### src/rtl/rpc_pkg.sv
// package: register map, reset values and timing counts of the period/compare block
package rpc_pkg;

  // ==========================================================================
  // register indices as printed; byte address is four times the index
  localparam logic [5:0] RPC_IDX_STATUS       = 6'h01;
  localparam logic [5:0] RPC_IDX_COUNT_LOW    = 6'h08;
  localparam logic [5:0] RPC_IDX_COUNT_HIGH   = 6'h09;
  localparam logic [5:0] RPC_IDX_PERIOD_LOW   = 6'h0A;
  localparam logic [5:0] RPC_IDX_PERIOD_HIGH  = 6'h0B;
  localparam logic [5:0] RPC_IDX_COMPARE_LOW  = 6'h0C;
  localparam logic [5:0] RPC_IDX_COMPARE_HIGH = 6'h0D;

  // ==========================================================================
  // field layout and reset values
  localparam int          RPC_BYTE_W          = 8;
  localparam int          RPC_STATUS_PEND_BIT = 0;
  localparam logic [7:0]  RPC_PERIOD_BYTE_RST = 8'hFF;
  localparam logic [7:0]  RPC_COMPARE_BYTE_RST = 8'h00;
  localparam logic [15:0] RPC_PERIOD_RST      = {RPC_PERIOD_BYTE_RST, RPC_PERIOD_BYTE_RST};
  localparam logic [15:0] RPC_COMPARE_RST     = {RPC_COMPARE_BYTE_RST, RPC_COMPARE_BYTE_RST};

  // ==========================================================================
  // timing: counter-clock cycles a period write needs to reach the count
  localparam logic [1:0]  RPC_PERIOD_SYNC_TICKS = 2'd2;

endpackage : rpc_pkg

### src/rtl/rpc_tick_sync.sv
// module: two-flop synchroniser of the counter clock pin and rising-edge tick
`timescale 1ns/1ps
module rpc_tick_sync (
  input  wire logic clk,
  input  wire logic rst_b,
  input  wire logic count_clk_pin,
  output logic      count_tick
);

  logic sync_first;
  logic sync_second;
  logic sync_prev;

  // first stage feeds only the second stage
  always_ff @(posedge clk or negedge rst_b) begin
    if (!rst_b) begin
      sync_first  <= 1'b0;
      sync_second <= 1'b0;
      sync_prev   <= 1'b0;
      count_tick  <= 1'b0;
    end else begin
      sync_first  <= count_clk_pin;
      sync_second <= sync_first;
      sync_prev   <= sync_second;
      count_tick  <= sync_second & ~sync_prev;
    end
  end

endmodule // rpc_tick_sync

### src/rtl/rpc_period_compare.sv
// module: period and compare registers of a 16-bit real-time counter, APB slave
//
// What this block does
// - period is 16 bits at 0x0A, resets 0xFFFF
// - low byte bits 7:0 at base offset
// - high byte bits 15:8 at base plus one
// - period takes effect two counter-clock cycles later
// - every period bit is readable and writable
// - compare is 16 bits at 0x0C, resets 0x0000
// - counter is 16 bits, read as two bytes
//
// the counter clock arrives as a pin and is sampled on clk, so one counter
// cycle is a synchronised rising edge of that pin, three to four clk late
//
// The APB register port was decided locally.
`timescale 1ns/1ps
module rpc_period_compare
  import rpc_pkg::*;
#(
  parameter int ADDR_W = 8
) (
  input  wire logic              clk,
  input  wire logic              rst_b,
  input  wire logic              psel,
  input  wire logic              penable,
  input  wire logic              pwrite,
  input  wire logic [ADDR_W-1:0] paddr,
  input  wire logic [31:0]       pwdata,
  output logic                   pready,
  output logic [31:0]            prdata,
  output logic                   pslverr,
  input  wire logic              count_clk_pin,
  output logic                   period_sync_pending,
  output logic                   count_wrap,
  output logic                   compare_match
);

  // ==========================================================================
  // elaboration check
  generate
    if (ADDR_W < 8) begin : g_bad_addr
      $error("rpc_period_compare: ADDR_W must be at least 8");
    end
    if (RPC_PERIOD_SYNC_TICKS == 2'd0) begin : g_bad_sync
      $error("rpc_period_compare: period transfer needs at least one tick");
    end
  endgenerate

  // ==========================================================================
  // declarations
  logic [15:0] count_period;
  logic [15:0] count_compare;
  logic [15:0] period_active;
  logic [15:0] count_value;
  logic [1:0]  sync_ticks;
  logic        count_tick;
  logic        next_pready;
  logic        next_pslverr;
  logic [31:0] next_prdata;
  logic        sync_step;
  logic        sync_last;
  logic        load_active;
  logic        next_pending;
  logic [1:0]  next_sync_ticks;
  logic        at_period;
  logic        next_count_wrap;
  logic        next_compare_match;
  logic [15:0] next_count_value;

  // ==========================================================================
  // counter clock enters through a synchroniser
  rpc_tick_sync u_tick_sync (
    .clk           (clk),
    .rst_b         (rst_b),
    .count_clk_pin (count_clk_pin),
    .count_tick    (count_tick)
  );

  // ==========================================================================
  // APB decode
  function automatic logic idx_is(input logic [ADDR_W-1:0] addr, input logic [5:0] idx);
    idx_is = (addr[1:0] == 2'h0) && (addr[ADDR_W-1:2] == {{(ADDR_W-8){1'b0}}, idx});
  endfunction

  wire access_phase = psel & penable;
  wire bus_done     = access_phase & pready;
  wire hit_status   = idx_is(paddr, RPC_IDX_STATUS);
  wire hit_cnt_lo   = idx_is(paddr, RPC_IDX_COUNT_LOW);
  wire hit_cnt_hi   = idx_is(paddr, RPC_IDX_COUNT_HIGH);
  wire hit_per_lo   = idx_is(paddr, RPC_IDX_PERIOD_LOW);
  wire hit_per_hi   = idx_is(paddr, RPC_IDX_PERIOD_HIGH);
  wire hit_cmp_lo   = idx_is(paddr, RPC_IDX_COMPARE_LOW);
  wire hit_cmp_hi   = idx_is(paddr, RPC_IDX_COMPARE_HIGH);
  wire hit_any      = hit_status | hit_cnt_lo | hit_cnt_hi | hit_per_lo | hit_per_hi
                    | hit_cmp_lo | hit_cmp_hi;
  // read-only registers refuse writes with an error
  wire hit_ro       = hit_status | hit_cnt_lo | hit_cnt_hi;
  wire bad_access   = ~hit_any | (pwrite & hit_ro);
  wire wr_ok        = bus_done & pwrite & ~bad_access;
  wire wr_per_lo    = wr_ok & hit_per_lo;
  wire wr_per_hi    = wr_ok & hit_per_hi;
  wire wr_cmp_lo    = wr_ok & hit_cmp_lo;
  wire wr_cmp_hi    = wr_ok & hit_cmp_hi;
  wire wr_period    = wr_per_lo | wr_per_hi;
  wire [7:0] wbyte  = pwdata[7:0];

  wire [7:0] rd_byte =
      hit_status ? 8'({period_sync_pending} << RPC_STATUS_PEND_BIT) :
      hit_cnt_lo ? count_value[7:0] :
      hit_cnt_hi ? count_value[15:8] :
      hit_per_lo ? count_period[7:0] :
      hit_per_hi ? count_period[15:8] :
      hit_cmp_lo ? count_compare[7:0] :
      hit_cmp_hi ? count_compare[15:8] : 8'h00;

  // one wait state: answer is registered, so pready stays a flop output
  assign next_pready  = access_phase & ~pready;
  assign next_pslverr = next_pready & bad_access;
  assign next_prdata  = pwrite ? 32'h0000_0000 : {24'h00_0000, rd_byte};

  always_ff @(posedge clk or negedge rst_b) begin
    if (!rst_b) begin
      pready <= 1'b0;
    end else begin
      pready <= next_pready;
    end
  end

  always_ff @(posedge clk or negedge rst_b) begin
    if (!rst_b) begin
      pslverr <= 1'b0;
    end else begin
      pslverr <= next_pslverr;
    end
  end

  // read data is loaded only in the answering cycle and holds otherwise
  always_ff @(posedge clk or negedge rst_b) begin
    if (!rst_b) begin
      prdata <= 32'h0000_0000;
    end else if (next_pready) begin
      prdata <= next_prdata;
    end
  end

  // ==========================================================================
  // period and compare registers
  // each byte is written on its own; no shadow latch pairs the two halves
  always_ff @(posedge clk or negedge rst_b) begin
    if (!rst_b) begin
      count_period <= RPC_PERIOD_RST;
    end else begin
      if (wr_per_lo) count_period[7:0]  <= wbyte;
      if (wr_per_hi) count_period[15:8] <= wbyte;
    end
  end

  always_ff @(posedge clk or negedge rst_b) begin
    if (!rst_b) begin
      count_compare <= RPC_COMPARE_RST;
    end else begin
      if (wr_cmp_lo) count_compare[7:0]  <= wbyte;
      if (wr_cmp_hi) count_compare[15:8] <= wbyte;
    end
  end

  // ==========================================================================
  // period transfer into the counter side
  // a rewrite while pending restarts the wait: the write wins over the clear
  assign sync_step       = period_sync_pending & count_tick;
  assign sync_last       = sync_step & (sync_ticks == RPC_PERIOD_SYNC_TICKS - 2'd1);
  assign load_active     = sync_last & ~wr_period;
  assign next_pending    = wr_period | (period_sync_pending & ~sync_last);
  assign next_sync_ticks = wr_period ? 2'd0 : (sync_step ? sync_ticks + 2'd1 : sync_ticks);

  always_ff @(posedge clk or negedge rst_b) begin
    if (!rst_b) begin
      period_sync_pending <= 1'b0;
    end else begin
      period_sync_pending <= next_pending;
    end
  end

  always_ff @(posedge clk or negedge rst_b) begin
    if (!rst_b) begin
      sync_ticks <= 2'd0;
    end else begin
      sync_ticks <= next_sync_ticks;
    end
  end

  always_ff @(posedge clk or negedge rst_b) begin
    if (!rst_b) begin
      period_active <= RPC_PERIOD_RST;
    end else if (load_active) begin
      period_active <= count_period;
    end
  end

  // ==========================================================================
  // 16-bit count, wrap and compare match
  // the count meets the transferred period, never the live register
  assign at_period          = (count_value == period_active);
  assign next_count_wrap    = count_tick & at_period;
  assign next_compare_match = count_tick & (count_value == count_compare);
  assign next_count_value   = at_period ? 16'h0000 : count_value + 16'h0001;

  always_ff @(posedge clk or negedge rst_b) begin
    if (!rst_b) begin
      count_value <= 16'h0000;
    end else if (count_tick) begin
      count_value <= next_count_value;
    end
  end

  always_ff @(posedge clk or negedge rst_b) begin
    if (!rst_b) begin
      count_wrap    <= 1'b0;
      compare_match <= 1'b0;
    end else begin
      count_wrap    <= next_count_wrap;
      compare_match <= next_compare_match;
    end
  end

endmodule // rpc_period_compare

### config.mk
export PLATFORM = sky130hd
export DESIGN_NAME = rpc_period_compare
export DESIGN_NICKNAME = d
export VERILOG_FILES = /design/src/rtl/rpc_pkg.sv /design/src/rtl/rpc_tick_sync.sv /design/src/rtl/rpc_period_compare.sv
export SDC_FILE = /design/constraint.sdc
export NUM_CORES = 1
export LEC_CHECK = 0
export ABC_AREA = 1
export BUFFER_PORTS_ARGS = -buffer_cell sky130_fd_sc_hd__buf_2
export CAP_MARGIN = 5
export CORE_MARGIN = 10
export CORE_UTILIZATION = 50
export CTS_CLUSTER_SIZE = 8
export DETAILED_ROUTE_END_ITERATION = 16
export PLACE_DENSITY = 0.83
export RECOVER_POWER = 100
export SETUP_SLACK_MARGIN = 0.02
export SYNTH_ARGS = -nofsm -noshare
export SYNTH_HDL_FRONTEND = slang
export SYNTH_SLANG_ARGS = --single-unit
### constraint.sdc
create_clock -name clk -period 3.2 [get_ports clk]
set_clock_uncertainty 0.15 [all_clocks]
set_input_delay 0.64 -clock clk [delete_from_list [all_inputs] [get_ports clk]]
set_output_delay 0.64 -clock clk [all_outputs]
set_load 0.05 [all_outputs]
==> impl_metrics.csv <==
group,metric,value,unit
run_status,status,"complete, but fails checks",
run_status,violations,"max-capacitance violations, max-slew violations",
cts,hold_buffers,0,
sta,rsz0062_at_grt,"no",
detailed_routing,avgRoutedWirePerCell,16.48,µm
power_and_ir_drop,power_density,448.1,nW/µm²
cts,cts_repair_resize_count,0,
sta,timing.final.crit_period,2612,ps
flow_run,cap_viol_max_count,1,
cts,clkTransAtPathRegs,90,ps
critical_path,worstPathRequired,3330,ps
cts,clock_path_buffers,2,
grt,overflow,0,
cells_and_area,fill_cells,826,
power_and_ir_drop,p_leak,2.447,nW
synth,synth_area,4642,µm²
critical_path,worstSetupPathType,"in -> reg",
cells_and_area,fin_area,4952,µm²
synth,synth_compound_area_frac,0.1062,
detailed_routing,drc,0,
synth,async_flop_share,1.000,
detailed_routing,drtIter0Drc,392,
synth,synth_xor_area_frac,0.03585,
hold_path,hp-class,"reg -> reg",
synth,ys.flop_type,"dfrtp_1",
cts,cts_max_level,3,
sta,finalHoldViolCount,0,
placed_design,portBuffers,34,
cells_and_area,fin_nets,632,
synth,ys_seq_elements,83,
power_and_ir_drop,ir_drop,0.3134,mV
hold_path,whs_path_depth,0,
sta,setup_tns,0,ps
detailed_routing,antenna_left,0,
floorplanning,io_pins,83,
synth,syn_inst,550,
grt,grt_pass1_wl,18.61,mm
sta,setup_viol,0,
detailed_routing,drt-pass1-iter-count,5,
critical_path,arrival,2740,ps
critical_path,startpoint_type,"primary input",
grt,grt_max_degree,84,
synth,synthAdderAreaFrac,0.005391,
synth,synthMuxAreaShare,0,
placed_design,placed_area,4791,µm²
critical_path,reg2regPathDepth,7,
floorplanning,die_h,116.4,µm
grt,grt_pass1_vias,3761,
cells_and_area,final_common_cell,"nand2_1",
sta,relSlewSlack,-0.3025,
floorplanning,die-area,13540,µm²
sta,fin_crit_sh,0.8162,
placed_design,place_congestion,0.9324,
floorplanning,die_w,116.4,µm
floorplanning,initial_utilization,0.5072,
placed_design,dp_hpwl,8.575,mm
critical_path,crit_path_end_kind,"flip-flop",
cts,insertion_delay,360,ps
grt,track_usage,0.1740,
synth,synthDistinctLibCells,45,
cts,cts_post_setup_buffers_inserted,0,
detailed_routing,vias,3900,
cts,cts_sinks,83,
cells_and_area,drive_above_1_share,0.1681,
synth,synthSimpleGateAreaFrac,0.2884,
critical_path,critPathMaxFanout,14,
floorplanning,num_rows,35,
synth,yosys_warnings,0,
cts,cts_tree,"yes",
sta,setup_ws,588.2,ps
placed_design,place_ws,555.3,ps
cells_and_area,syn2layout_area_growth,6.685,%
synth,synth.yosys.seq_area_share,0.4561,
synth,synth_edf_count,0,
sta,clock.fmax,382.9,MHz
synth,syn_avg_cell_area,8.440,µm²
grt,antenna_found_initial,0,
sta,tightest_slew,1954,ps
cts,cts_root_buf,"clkbuf_8",
power_and_ir_drop,finalPower,2.219,mW
sta,slew_viol_final,84,
floorplanning,core_area,9153,µm²
cts,cts_inserted_buffers,9,
synth,synth_top_family_by_area,"simple AND/OR/NAND/NOR gates",
cells_and_area,antennaDiodeCount,0,
detailed_routing,avgViaCountPerCell,5.571,
cells_and_area,final_cell_mix,"nand2_1, inv_1, dfrtp_1",
detailed_routing,totalWireLength,11.54,mm
cells in the mapped netlist (all sizes together) (2+ instances only):
cell type    n  area share
xor2         4      0.0075
nand3       32       0.050
inv         57       0.046
clkbuf       5      0.0043
nand2      154        0.13
or2          3      0.0040
nor2        37       0.052
clkinv       2      0.0027
dfstp       32        0.18
o211ai       2      0.0032
o22ai        6      0.0081
a21oi       17       0.018
dfrtp       51        0.27
o21ai       48       0.059
ha           2      0.0054
xnor2       15       0.028
a221oi       4      0.0075
nor3         7      0.0086
nand4       29       0.039
nor4         2      0.0027
buf         32       0.054
cells by family (layout without fill, tap and decap cells):
logic type | Yosys count | after routing
other cells | 1 | 24
fa+ha+maj | 2 | 2
simple gates | 266 | 266
compound gates | 83 | 83
flops | 83 | 83
xor+xnor | 19 | 19
buf+inv | 96 | 112
per-stage QoR:
step	hold slack, ps	utilization	std cells
3_5_place_dp	191.3	0.5234	684
4_1_cts	212.1	0.5482	700
3_3_place_gp	190.2	0.5234	684
5_1_grt	218.6	0.5411	700
2_1_floorplan	181.2	-	573
6_report	210.3	0.5411	700
sequential cells by signal (all words and copies together), names as in the netlist:
name                     cells
count_wrap                   1
compare_match                1
count_value                 16
pslverr                      1
u_tick_sync.sync_prev        1
count_compare               16
sync_ticks                   2
count_period                16
u_tick_sync.count_tick       1
pready                       1
u_tick_sync.sync_first       1
u_tick_sync.sync_second      1
period_sync_pending          1
prdata                       8
period_active               16
report_power, final:
part	switching (mW)	total (mW)	internal [mW]
clock network	0.380	0.840	0.460
registers	0.0177	1.09	1.07
logic	0.235	0.287	0.0522
metal layers:
metal	global-route usage	part of all wire	vias to the layer above
li1	-	-	1830
met1	0.2179	0.40	1823
met2	0.2802	0.47	210
met3	0.03133	0.090	37
met4	0.09258	0.038	0
met5	0	0	-
layout make-up:
class,count,area (µm²),share of cell area
clock inverters,6,88.84,0.01794
well taps,111,138.9,0.02804
inverters,59,226.5,0.04573
clock buffers,10,137.6,0.02779
multi-input cells,394,2072,0.4184
flip-flops and latches,83,2117,0.4275
repair buffers,37,171.4,0.03461
critical path, cell delays in order:
cell and delay [ps]:
clkbuf_1 100, nor2_4 160, nand2_1 360, nor2_4 420, o21ai_0 170, nand4_1 200
clkbuf_1 390, nand2_1 130, o21ai_1 160
worst paths after layout:
kind / slack [ps] / start / end
hold / removal: 210 / u_tick_sync.sync_first / u_tick_sync.sync_second
hold reg to reg: 210 / u_tick_sync.sync_first / u_tick_sync.sync_second
setup reg to reg: 1000 / u_tick_sync.count_tick / count_value[13]
min in group asynchronous: 670 / rst_b / count_wrap
setup / recovery: 590 / paddr[7] / sync_ticks[0]
max in group asynchronous: 1070 / rst_b / count_compare[5]
No activity file was read; power rests on OpenSTA's default activity.
